===== src/rtl/sarwd_defines.svh =====
`ifndef SARWD_DEFINES_SVH
`define SARWD_DEFINES_SVH

// ********************
// Register addresses
// ********************
`define SARWD_ADDR_CLK_CFG 8'hbc
`define SARWD_ADDR_RES_LO 8'hbd
`define SARWD_ADDR_RES_HI 8'hbe
`define SARWD_ADDR_GT_LO 8'hc3
`define SARWD_ADDR_GT_HI 8'hc4
`define SARWD_ADDR_LT_LO 8'hc5
`define SARWD_ADDR_LT_HI 8'hc6
`define SARWD_ADDR_CTRL 8'he8

// ********************
// Reset values
// ********************
`define SARWD_RST_CLK_CFG 8'hf8
`define SARWD_RST_CTRL 8'h00
`define SARWD_RST_RES 8'h00
`define SARWD_RST_LIMIT 8'h00

// ********************
// Field positions
// ********************
`define SARWD_CFG_DIV_MSB 7
`define SARWD_CFG_DIV_LSB 3
`define SARWD_CFG_LJST 2
`define SARWD_CTRL_EN 7
`define SARWD_CTRL_TM 6
`define SARWD_CTRL_DONE 5
`define SARWD_CTRL_BUSY 4
`define SARWD_CTRL_WIN 3
`define SARWD_CTRL_CM_MSB 2

// ********************
// Timing and codes
// ********************
`define SARWD_CONV_CLKS 10
`define SARWD_TRACK_CLKS 3
`define SARWD_NEG_SEL_GND 5'h1f

`endif


===== src/rtl/sarwd_pkg.sv =====
package sarwd_pkg;

  typedef enum logic [1:0] {
    ST_IDLE = 2'b00,
    ST_TRACK = 2'b01,
    ST_CONV = 2'b10
  } sarwd_state_e;

  typedef enum logic [2:0] {
    SRC_BUSY_WRITE = 3'b000,
    SRC_TIMER0 = 3'b001,
    SRC_TIMER2 = 3'b010,
    SRC_TIMER1 = 3'b011,
    SRC_PIN = 3'b100,
    SRC_TIMER3 = 3'b101
  } sarwd_src_e;

endpackage : sarwd_pkg


===== src/rtl/sarwd_top.sv =====
`timescale 1ns/1ns
`include "sarwd_defines.svh"

module sarwd_top
  import sarwd_pkg::*;
#(
  parameter int DIV_W = 5,
  parameter int CODE_W = 10
) (
  input wire logic clk_in,
  input wire logic rst_b_in,
  input wire logic [7:0] sfr_addr_in,
  input wire logic sfr_wr_in,
  input wire logic sfr_rd_in,
  input wire logic [7:0] sfr_wdata_in,
  output logic [7:0] sfr_rdata_out,
  input wire logic timer0_ovf_in,
  input wire logic timer1_ovf_in,
  input wire logic timer2_ovf_in,
  input wire logic timer3_ovf_in,
  input wire logic external_start_pin_in,
  input wire logic [4:0] negative_input_select_in,
  input wire logic [CODE_W-1:0] sar_code_in,
  output logic converter_enable_out,
  output logic track_out,
  output logic convert_out,
  output logic conversion_clock_out
);

  // ********************
  // Functions
  // ********************
  // unsigned or signed
  function automatic logic word_gt(input logic [15:0] a, input logic [15:0] b, input logic sgn);
    if (sgn) begin
      word_gt = $signed(a) > $signed(b);
    end else begin
      word_gt = a > b;
    end
  endfunction : word_gt

  function automatic logic [15:0] justify(input logic [CODE_W-1:0] code, input logic left);
    if (left) begin
      justify = {code, 6'h00};
    end else begin
      justify = {{(16 - CODE_W){code[CODE_W-1]}}, code};
    end
  endfunction : justify

  // ********************
  // Registers
  // ********************
  logic [DIV_W-1:0] conv_clock_divider_ff;
  logic left_justify_select_ff;
  logic converter_enable_ff;
  logic track_mode_select_ff;
  logic [2:0] start_source_select_ff;
  logic conversion_done_flag_ff;
  logic window_match_flag_ff;
  logic [7:0] result_hi_ff;
  logic [7:0] result_lo_ff;
  logic [15:0] gt_limit_ff;
  logic [15:0] lt_limit_ff;
  sarwd_state_e state_ff;
  sarwd_state_e nxt_state;
  logic [3:0] clk_cnt_ff;
  logic conv_end_ff;
  logic pin_s1_ff;
  logic pin_s2_ff;
  logic pin_s3_ff;
  logic pin_rise;
  logic div_tick;
  logic div_clear;
  logic trig;
  logic wr_cfg;
  logic wr_ctrl;
  logic busy_wr;
  logic conv_last;
  logic [15:0] new_word;
  logic differential;
  logic win_hit;
  logic busy;

  assign wr_cfg = sfr_wr_in && (sfr_addr_in == `SARWD_ADDR_CLK_CFG);
  assign wr_ctrl = sfr_wr_in && (sfr_addr_in == `SARWD_ADDR_CTRL);
  assign busy = (state_ff != ST_IDLE);

  // ********************
  // Register writes
  // ********************
  always_ff @(posedge clk_in or negedge rst_b_in) begin
    if (!rst_b_in) begin
      conv_clock_divider_ff <= DIV_W'(`SARWD_RST_CLK_CFG >> `SARWD_CFG_DIV_LSB);
      left_justify_select_ff <= 1'b0;
    end else if (wr_cfg) begin
      conv_clock_divider_ff <= sfr_wdata_in[`SARWD_CFG_DIV_MSB:`SARWD_CFG_DIV_LSB];
      left_justify_select_ff <= sfr_wdata_in[`SARWD_CFG_LJST];
    end
  end

  always_ff @(posedge clk_in or negedge rst_b_in) begin
    if (!rst_b_in) begin
      converter_enable_ff <= 1'b0;
      track_mode_select_ff <= 1'b0;
      start_source_select_ff <= 3'h0;
    end else if (wr_ctrl) begin
      converter_enable_ff <= sfr_wdata_in[`SARWD_CTRL_EN];
      track_mode_select_ff <= sfr_wdata_in[`SARWD_CTRL_TM];
      start_source_select_ff <= sfr_wdata_in[`SARWD_CTRL_CM_MSB:0];
    end
  end

  always_ff @(posedge clk_in or negedge rst_b_in) begin
    if (!rst_b_in) begin
      gt_limit_ff <= {`SARWD_RST_LIMIT, `SARWD_RST_LIMIT};
      lt_limit_ff <= {`SARWD_RST_LIMIT, `SARWD_RST_LIMIT};
    end else if (sfr_wr_in) begin
      case (sfr_addr_in)
        `SARWD_ADDR_GT_HI: gt_limit_ff[15:8] <= sfr_wdata_in;
        `SARWD_ADDR_GT_LO: gt_limit_ff[7:0] <= sfr_wdata_in;
        `SARWD_ADDR_LT_HI: lt_limit_ff[15:8] <= sfr_wdata_in;
        `SARWD_ADDR_LT_LO: lt_limit_ff[7:0] <= sfr_wdata_in;
        default: ;
      endcase
    end
  end

  // ********************
  // Start triggers
  // ********************
  // Pin is asynchronous; edge taken only after two stages
  always_ff @(posedge clk_in or negedge rst_b_in) begin
    if (!rst_b_in) begin
      pin_s1_ff <= 1'b0;
      pin_s2_ff <= 1'b0;
      pin_s3_ff <= 1'b0;
    end else begin
      pin_s1_ff <= external_start_pin_in;
      pin_s2_ff <= pin_s1_ff;
      pin_s3_ff <= pin_s2_ff;
    end
  end
  assign pin_rise = pin_s2_ff && !pin_s3_ff;

  assign busy_wr = wr_ctrl && sfr_wdata_in[`SARWD_CTRL_BUSY];

  always_comb begin
    trig = 1'b0;
    case (start_source_select_ff)
      SRC_BUSY_WRITE: trig = busy_wr;
      SRC_TIMER0: trig = timer0_ovf_in;
      SRC_TIMER2: trig = timer2_ovf_in;
      SRC_TIMER1: trig = timer1_ovf_in;
      SRC_PIN: trig = pin_rise;
      SRC_TIMER3: trig = timer3_ovf_in;
      default: trig = 1'b0;
    endcase
  end

  // ********************
  // Conversion sequencer
  // ********************
  assign conv_last = (state_ff == ST_CONV) && div_tick &&
    (clk_cnt_ff == 4'(`SARWD_CONV_CLKS - 1));

  always_comb begin
    nxt_state = state_ff;
    case (state_ff)
      ST_IDLE: begin
        if (converter_enable_ff && trig) begin
          if (track_mode_select_ff && (start_source_select_ff != SRC_PIN)) begin
            nxt_state = ST_TRACK;
          end else begin
            nxt_state = ST_CONV;
          end
        end
      end
      ST_TRACK: begin
        if (div_tick && (clk_cnt_ff == 4'(`SARWD_TRACK_CLKS - 1))) begin
          nxt_state = ST_CONV;
        end
      end
      ST_CONV: begin
        if (conv_last) begin
          nxt_state = ST_IDLE;
        end
      end
      default: nxt_state = ST_IDLE;
    endcase
    if (!converter_enable_ff) begin
      nxt_state = ST_IDLE;
    end
  end

  // Divider restarts on each state change so every phase is whole clocks
  assign div_clear = (state_ff == ST_IDLE) || (nxt_state != state_ff);

  sarwd_conv_clk_div #(
    .DIV_W(DIV_W)
  ) u_div (
    .clk_in(clk_in),
    .rst_b_in(rst_b_in),
    .clear_in(div_clear),
    .div_in(conv_clock_divider_ff),
    .tick_out(div_tick)
  );

  always_ff @(posedge clk_in or negedge rst_b_in) begin
    if (!rst_b_in) begin
      state_ff <= ST_IDLE;
      clk_cnt_ff <= 4'h0;
    end else begin
      state_ff <= nxt_state;
      if (nxt_state != state_ff) begin
        clk_cnt_ff <= 4'h0;
      end else if (div_tick) begin
        clk_cnt_ff <= clk_cnt_ff + 4'h1;
      end
    end
  end

  always_ff @(posedge clk_in or negedge rst_b_in) begin
    if (!rst_b_in) begin
      conv_end_ff <= 1'b0;
    end else begin
      conv_end_ff <= conv_last && converter_enable_ff;
    end
  end

  // ********************
  // Result and window
  // ********************
  // justification of new code
  assign new_word = justify(sar_code_in, left_justify_select_ff);
  assign differential = (negative_input_select_in != `SARWD_NEG_SEL_GND);

  always_comb begin
    if (word_gt(lt_limit_ff, gt_limit_ff, differential)) begin
      win_hit = word_gt(new_word, gt_limit_ff, differential) && word_gt(lt_limit_ff, new_word, differential);
    end else begin
      win_hit = word_gt(new_word, gt_limit_ff, differential) || word_gt(lt_limit_ff, new_word, differential);
    end
  end

  // result bytes; conversion beats software write
  always_ff @(posedge clk_in or negedge rst_b_in) begin
    if (!rst_b_in) begin
      result_hi_ff <= `SARWD_RST_RES;
      result_lo_ff <= `SARWD_RST_RES;
    end else if (conv_last && converter_enable_ff) begin
      result_hi_ff <= new_word[15:8];
      result_lo_ff <= new_word[7:0];
    end else if (sfr_wr_in && (sfr_addr_in == `SARWD_ADDR_RES_HI)) begin
      result_hi_ff <= sfr_wdata_in;
    end else if (sfr_wr_in && (sfr_addr_in == `SARWD_ADDR_RES_LO)) begin
      result_lo_ff <= sfr_wdata_in;
    end
  end

  always_ff @(posedge clk_in or negedge rst_b_in) begin
    if (!rst_b_in) begin
      conversion_done_flag_ff <= 1'b0;
      window_match_flag_ff <= 1'b0;
    end else begin
      if (conv_last && converter_enable_ff) begin
        conversion_done_flag_ff <= 1'b1;
      end else if (wr_ctrl) begin
        conversion_done_flag_ff <= sfr_wdata_in[`SARWD_CTRL_DONE];
      end
      if (conv_last && converter_enable_ff && win_hit) begin
        window_match_flag_ff <= 1'b1;
      end else if (wr_ctrl) begin
        window_match_flag_ff <= sfr_wdata_in[`SARWD_CTRL_WIN];
      end
    end
  end

  // ********************
  // Read path and outputs
  // ********************
  always_ff @(posedge clk_in or negedge rst_b_in) begin
    if (!rst_b_in) begin
      sfr_rdata_out <= 8'h00;
    end else if (sfr_rd_in) begin
      case (sfr_addr_in)
        `SARWD_ADDR_CLK_CFG: sfr_rdata_out <= {conv_clock_divider_ff, left_justify_select_ff, 2'b00};
        `SARWD_ADDR_RES_HI: sfr_rdata_out <= result_hi_ff;
        `SARWD_ADDR_RES_LO: sfr_rdata_out <= result_lo_ff;
        `SARWD_ADDR_GT_HI: sfr_rdata_out <= gt_limit_ff[15:8];
        `SARWD_ADDR_GT_LO: sfr_rdata_out <= gt_limit_ff[7:0];
        `SARWD_ADDR_LT_HI: sfr_rdata_out <= lt_limit_ff[15:8];
        `SARWD_ADDR_LT_LO: sfr_rdata_out <= lt_limit_ff[7:0];
        `SARWD_ADDR_CTRL: sfr_rdata_out <= {converter_enable_ff, track_mode_select_ff,
          conversion_done_flag_ff, busy, window_match_flag_ff, start_source_select_ff};
        default: sfr_rdata_out <= 8'h00;
      endcase
    end
  end

  always_ff @(posedge clk_in or negedge rst_b_in) begin
    if (!rst_b_in) begin
      converter_enable_out <= 1'b0;
      track_out <= 1'b0;
      convert_out <= 1'b0;
      conversion_clock_out <= 1'b0;
    end else begin
      converter_enable_out <= converter_enable_ff;
      convert_out <= (nxt_state == ST_CONV);
      conversion_clock_out <= div_tick;
      if (!converter_enable_ff) begin
        track_out <= 1'b0;
      end else if (!track_mode_select_ff) begin
        track_out <= (nxt_state != ST_CONV);
      end else if (start_source_select_ff == SRC_PIN) begin
        track_out <= (nxt_state == ST_IDLE) && !pin_s2_ff;
      end else begin
        track_out <= (nxt_state == ST_TRACK);
      end
    end
  end

  // ********************
  // Assertions
  // ********************
  logic [15:0] chk_cyc_ff;
  always_ff @(posedge clk_in or negedge rst_b_in) begin
    if (!rst_b_in) begin
      chk_cyc_ff <= 16'h0000;
    end else if (nxt_state != state_ff) begin
      chk_cyc_ff <= 16'h0000;
    end else begin
      chk_cyc_ff <= chk_cyc_ff + 16'h0001;
    end
  end
endmodule : sarwd_top


===== src/rtl/sarwd_conv_clk_div.sv =====
`timescale 1ns/1ns
// One-cycle tick every (div_in + 1) core clocks while not cleared
module sarwd_conv_clk_div #(
  parameter int DIV_W = 5
) (
  input wire logic clk_in,
  input wire logic rst_b_in,
  input wire logic clear_in,
  input wire logic [DIV_W-1:0] div_in,
  output logic tick_out
);

  logic [DIV_W-1:0] cnt_ff;

  always_ff @(posedge clk_in or negedge rst_b_in) begin
    if (!rst_b_in) begin
      cnt_ff <= '0;
      tick_out <= 1'b0;
    end else if (clear_in) begin
      cnt_ff <= '0;
      tick_out <= 1'b0;
    end else if (cnt_ff == div_in) begin
      cnt_ff <= '0;
      tick_out <= 1'b1;
    end else begin
      cnt_ff <= cnt_ff + 1'b1;
      tick_out <= 1'b0;
    end
  end

endmodule : sarwd_conv_clk_div


===== config.mk =====
export PLATFORM = sky130hd
export DESIGN_NAME = sarwd_top
export DESIGN_NICKNAME = d
export VERILOG_FILES = /design/src/rtl/sarwd_pkg.sv /design/src/rtl/sarwd_top.sv /design/src/rtl/sarwd_conv_clk_div.sv
export VERILOG_INCLUDE_DIRS = /design/src /design/src/rtl
export SDC_FILE = /design/constraint.sdc
export NUM_CORES = 1
export LEC_CHECK = 0
export ABC_CLOCK_PERIOD_IN_PS = 6120
export BUFFER_PORTS_ARGS = -buffer_cell sky130_fd_sc_hd__buf_2
export CAP_MARGIN = 5
export CORE_ASPECT_RATIO = 2
export CORE_UTILIZATION = 50
export CTS_BUF_LIST = sky130_fd_sc_hd__clkbuf_8
export DETAILED_ROUTE_END_ITERATION = 8
export HOLD_SLACK_MARGIN = 0.05
export PLACE_DENSITY = 0.69
export SLEW_MARGIN = 20
export SYNTH_ARGS = -nofsm -noshare
export SYNTH_HDL_FRONTEND = slang
export SYNTH_SLANG_ARGS = --single-unit

===== constraint.sdc =====
create_clock -name clk_in -period 6.12 [get_ports clk_in]
set_input_delay 0.612 -clock clk_in [delete_from_list [all_inputs] [get_ports clk_in]]
set_output_delay 0.612 -clock clk_in [all_outputs]
set_load 0.01 [all_outputs]

# ---- Word-level counts from Yosys, hierarchy flattened
# Cells that the tools add are included.
dict set report word_totals {
  inputBits 40
  out_inout_bits 12
  ff_bits 88
  word_cells 126
}
dict set report op_classes {
  addsub 2
  n_reduce_logical 33
  n_mux 35
  magnitude_cmp 6
  n_eq_ne 25
}
# cell n
set ops {}
lappend ops {{> comparator 16 bit} 6}
lappend ops {{equality test 8 bit (second input constant)} 8}
lappend ops {{one-hot mux 8 bit (8 select lines)} 1}
lappend ops {{two-way mux 8 bit} 5}
lappend ops {{two-way mux 1 bit} 17}
lappend ops {{logical AND 1 bit} 15}
lappend ops {{two-way mux 15 bit} 1}
lappend ops {{nonzero test 2 bit} 6}
lappend ops {{two-way mux 2 bit} 5}
lappend ops {{two-way mux 5 bit} 2}
lappend ops {{AND reduction 2 bit} 5}
lappend ops {{two-way mux 4 bit} 2}
lappend ops {{equality test 3 x 2 -> 1 bit (second input constant)} 2}
lappend ops {{equality test 3 bit (second input constant)} 2}
lappend ops {{one-hot mux 1 bit (6 select lines)} 1}
lappend ops {{one-hot mux 2 bit (3 select lines)} 1}
lappend ops {{adder 5 x 1 -> 5 bit (second input constant)} 1}
lappend ops {{equality test 5 bit} 1}
lappend ops {{inequality test 5 bit (second input constant)} 1}
lappend ops {{adder 4 x 1 -> 4 bit (second input constant)} 1}
lappend ops {{equality test 2 x 1 -> 1 bit (second input constant)} 2}
lappend ops {{equality test 2 bit (second input constant)} 2}
lappend ops {{equality test 4 x 2 -> 1 bit (second input constant)} 1}
lappend ops {{equality test 4 bit (second input constant)} 1}
lappend ops {{other kinds (9)} 12}

# ---- Longest topological paths before layout
dict set report logic_depth {
  word_depth 13
  ltp_mapped 13
  depth_no_buf 13
}

# ---- By module
# From an unflattened synthesis, not the netlist that was laid out.
dict set report unflattened {
  hier_cells 566
  area_unflattened_um2 5516.5
}
# module seq_area_each_um2 cells_each area_each_um2 n_inst
set modules_own_cells {}
lappend modules_own_cells {sarwd_top 2058.2 536 5205.0 1}
lappend modules_own_cells {sarwd_conv_clk_div 150.1 30 311.5 1}

# ---- Worst setup path before layout
# No wires, ideal clock.
dict set report synth_path {
  kind {reg-to-reg}
  start {register left_justify_select_ff}
  end {register window_match_flag_ff}
  setup_ns 0.118
  t_required_ns 6.002
  setup_slack_ns 3.023
  path_buffers 2
  synth_period_minus_slack_ns 3.097
  arrival_ns 2.979
  path_stages_with_launch 14
  path_cell_list {dfrtp_1 clkbuf_1 clkbuf_1 mux2i_1 inv_1 ha_1 nand4_1 nor3_1 a21boi_2 or4_4 or3b_1 o2111ai_1 o21ai_1 a21o_1}
}
dict set report synth_via {
  elab_chain_cells 8
  word_cells_on_any_way 17
  classes_between {order compare (4); mux (9); reduce/logical (4)}
}
# item line
set synth_lines {}
lappend synth_lines {{start: declaration} sarwd_top.sv:54} ;# logic left_justify_select_ff;
lappend synth_lines {{start signal: assignment} sarwd_top.sv:97} ;# left_justify_select_ff <= sfr_wdata_in[`SARWD_CFG_LJST];
lappend synth_lines {{two-way mux 15 bit (*)} sarwd_top.sv:43} ;# if (left) begin
lappend synth_lines {{> comparator 16 bit, on equally long branches} {sarwd_top.sv:38, sarwd_top.sv:36}}
lappend synth_lines {{two-way mux 1 bit} sarwd_top.sv:35} ;# if (sgn) begin
lappend synth_lines {{two-way mux 1 bit} sarwd_top.sv:238} ;# if (word_gt(lt_limit_ff, gt_limit_ff, differential)) begin
lappend synth_lines {{logical OR 1 bit or logical AND 1 bit (tied branches)} {sarwd_top.sv:241, sarwd_top.sv:239}}
lappend synth_lines {{two-way mux 1 bit (*)} sarwd_top.sv:238}
lappend synth_lines {{logical AND 1 bit (*)} sarwd_top.sv:270} ;# if (conv_last && converter_enable_ff && win_hit) begin
lappend synth_lines {{two-way mux 1 bit or nonzero test 2 bit (tied branches)} n/a}
lappend synth_lines {{end signal: assignment} sarwd_top.sv:273} ;# window_match_flag_ff <= sfr_wdata_in[`SARWD_CTRL_WIN];
lappend synth_lines {{end: declaration} sarwd_top.sv:59} ;# logic window_match_flag_ff;
# Mark *: on every way between the ends. The rest lies on a longest branch, timed or not. The select of a mux whose other input is x is not followed.
# A chain may end at the register's enable or synchronous reset.

# ---- Worst setup path after layout
# Ends and elaborated chain as after synthesis.

==> results.md <==
Run status:
- The run finished with clean final reports.

Timing:
- Setup repair after global routing left no endpoint under its margin.
- The total negative setup slack is 0 ns.
- The worst-case headroom to the max-slew limit is between 20% and 30%.
- The worst hold margin is 0.179 ns.
- The post-layout minimum cycle time is between 3 and 4 ns.
- Timing would allow up to ~300 MHz.
- On the final layout, the worst clock skew is about 0.012 ns.
- The count of endpoints failing setup in the final report is 0.
- The number of pins with negative max-slew slack in the final report is 0.
- The ratio of final minimum period to clock period is 56.1%.
- At the pin with the least slew margin, the transition time is ~1.2 ns.
- The number of hold violations in the final report came to 0.

Global route:
- The first-pass GRT wire length is ~25 mm.
- In the global route stage, overall resource usage came out at 29.7%.
- The residual overflow from global routing is 0.
- Entering global routing, the biggest net connects 54 pins.
- The number of global-route vias before repair was roughly 4800.
- The initial antenna violation count is 0.

Critical path:
- The critical path data required time is 6.40 ns.
- The standard cell with the maximum stage delay on the critical path is dfrtp_1.
- Grouping stages by cell kind, the critical path spends the most delay in simple AND/OR/NAND/NOR gates.
- The number of buffers and inverters on the critical path is 1.
- The worst setup path is captured at a flip-flop.
- Measured in cells, the most critical reg-to-reg path has a length of 12.
- Across all register-to-register paths, the minimum setup slack is about 2.7 ns.
- The reg-to-reg critical path startpoint is left_justify_select_ff$_DFFE_PN0P_.
- STA classifies the critical path startpoint as a flip-flop.
- By startpoint and endpoint, the worst setup path is classified as reg2reg.
- On the worst path, the slowest cell contributes a delay of between 0.7 and 0.8 ns.
- The critical path goes through nor2_1 -> a21oi_1 -> inv_1 -> ha_1 -> nand4_1 -> nor3_1 -> a21boi_2 -> or4_4 -> or3b_1 -> o2111ai_1 -> o21ai_1 -> a21o_1.
- The worst reg2reg path endpoint is window_match_flag_ff$_DFFE_PN0P_.
- The data arrival time of the critical path is about 3.7 ns.
- The biggest fanout along the worst timing path is 18.

Finish:
- The layout overhead on the synthesized area is 9.96%.
- The final instance count without filler cells is around 750.
- After filler insertion, the fill cell instance count of the layout stands at 982.
- The multi-input gate area in the final layout is between 3000 and 4000 µm².
- Of the cells placed in the final design, the portion with a size suffix greater than 1 is between 10% and 20%.
- The number of inserted diodes is 0.
- The number of nets in the finished design is 700.
- The post-route standard cell area excluding fillers is between 6000 and 7000 µm².
- The flip-flop and latch area is 2210 µm².

Logic synthesis:
- After technology mapping, the gate count stands at ~570.
- In this run, synthesis inferred 0 flip-flops with an integrated enable.
- After synthesis, the mean cell area works out to approximately 10 µm².
- The warning count from the yosys run is 0.
- The cell accounting for the most synthesized area is dfrtp_1.
- Counting every net in the synthesized netlist gives 659.
- The mapped cell area is 5550 µm².
- The top-area cell type share of the netlist area is 37.4%.
- The most common cell in the synthesized netlist is dfrtp_1.
- The fraction of registers with async set/reset is 100%.
- By count the netlist is led by dfrtp_1 (83), ha_1 (52), inv_1 (47).
- The sequential area share after synthesis is 39.8%.
- Counting distinct cell types in the post-synthesis netlist gives 58.
- The most used flip-flop cell after synthesis is dfrtp_1.
- Counting flops and latches in the post-synthesis netlist gives around 90.
- Sorting the synthesized cells by area gives the leading types as dfrtp_1 (37%), ha_1 (12%), mux2_2 (6.1%).

CTS:
- Post-CTS repair changed the size of 0 cells.
- The number of clock buffers added by TritonCTS is 9.
- The clock passes through at most 2 buffers.
- The number of hold buffers added after CTS was 0.
- Clock tree synthesis found a total of 88 sinks.
- The clock tree from TritonCTS is done.
- After clock tree synthesis, the clock-pin slew on the worst setup and hold paths is ~0.10 ns.
- The post-CTS setup buffer count is 0.
- The later pin in the worst-skew pair is clocked with a latency of between 0.3 and 0.4 ns.
- The root buffer cell chosen for the clock tree is clkbuf_8.
- The number of H-tree levels is 3.

Detailed routing:
- The post-detailed-routing wire length is ~16 mm.
- The number of nets with antenna violations after detailed routing is 0.
- After detailed routing, the average wire length per cell comes to approximately 21 µm.
- The number of search-and-repair iterations in the first detailed-routing pass is 5.
- The overall via count from detail_route is between 4000 and 5000.
- The DRC marker count from the first detailed-route iteration is roughly 290.
- The number of remaining DRC errors is 0.
- Using the TritonRoute via totals, the vias-per-cell ratio works out to approximately 6.

Run:
- Max-cap violations in this run came to 0.

Floorplan:
- From left edge to right edge, the die measures 76.5 µm.
- The starting density of the core is 51.0%.
- The number of standard-cell rows in the floorplan is 54.
- The die covers approximately 12000 µm².
- The count of pins on the block boundary is 52.
- The placeable core area is between 10000 and 15000 µm².
- The floorplan step set the die height to between 150 and 200 µm.

Place:
- The routability congestion estimate is roughly 0.97.
- The post-placement cell count is roughly 740.
- The instance area after placement is 5900 µm².
- During placement, the flow inserted port buffers numbering approximately 50.
- The detailed placer's ending HPWL is ~13 mm.

Pwr:
- Across the VDD grid, the largest voltage drop is about 140 µV.
- Dividing total power by cell area gives a power density of a little over 200 nW/µm².
- The leakage power is approximately 3.0 nW.

Worst hold path:
- In this run the worst hold path is classified as in2async.
==> layer usage <==
layer	wire length [µm]	track usage (%)	share of wire (%)
met1	5720	30.7	36
met2	8400	53.6	52
met3	597	3.37	3.7
met4	1300	24.6	8.1
met5	0	0	0
==> report_power, final <==
| group | internal, mW | switching [mW] |
|---|---|---|
| combinational | 0.0749 | 0.111 |
| clock | 0.202 | 0.229 |
| sequential | 0.606 | 0.0243 |
==> cell families after synthesis <==
family / share of synthesized area [%]
adders and majority gates: 11.7
AOI/OAI and AO/OA: 15.2
buffers and inverters: 4.98
muxes: 11.8
DFF: 39.8
xor gates and xnor gates: 2.21
and+or+nand+nor: 14.3
==> how the worst max path moves through the flow <==
stage	from	to	slack, ns	depth (start not counted)
after floorplan	left_justify_select_ff$_DFFE_PN0P_	window_match_flag_ff$_DFFE_PN0P_	3.02	13
after global placement	sar_code_in[9]	window_match_flag_ff$_DFFE_PN0P_	2.74	14
after detailed placement	sar_code_in[9]	window_match_flag_ff$_DFFE_PN0P_	2.68	14
after CTS	left_justify_select_ff$_DFFE_PN0P_	window_match_flag_ff$_DFFE_PN0P_	2.72	12
after global routing	left_justify_select_ff$_DFFE_PN0P_	window_match_flag_ff$_DFFE_PN0P_	2.47	12
final	left_justify_select_ff$_DFFE_PN0P_	window_match_flag_ff$_DFFE_PN0P_	2.69	12
==> state kept, by name, summed over array words and instances, names as in the netlist, 2 cells and up <==
signal / flops
start_source_select_ff: 3
clk_cnt_ff: 4
sfr_rdata_out: 8
lt_limit_ff: 16
result_hi_ff: 8
result_lo_ff: 8
u_div.cnt_ff: 5
state_ff: 2
conv_clock_divider_ff: 5
gt_limit_ff: 16
==> layout make-up <==
class	instances	share of cell area [%]
clock inverter	6	1.11
sequential	88	36.2
clock buffer	10	2.25
inverter	47	2.89
timing repair buffer	53	4.47
tap	140	2.87
multi-input combinational	409	50.2
==> metrics by stage <==
stage	total power [mW]	worst slack (ns)	utilization, %
global placement	0.820	2.74	54.2
global route	1.30	2.47	56.1
detailed placement	0.826	2.68	54.2
finish	1.25	2.69	56.1
CTS	1.26	2.72	56.1
floorplan	0.747	3.02	-
==> cell usage in the layout (no fill, tap or decap), types with 23 or more instances in the layout <==
cell type / n
dfrtp_1: 83
ha_1: 52
buf_2: 50
inv_1: 48
a21oi_1: 45
nand2_1: 38
mux2_2: 30
nor2_1: 27
mux2i_1: 26
o21ai_0: 23
(Power assumes the default switching activity.)
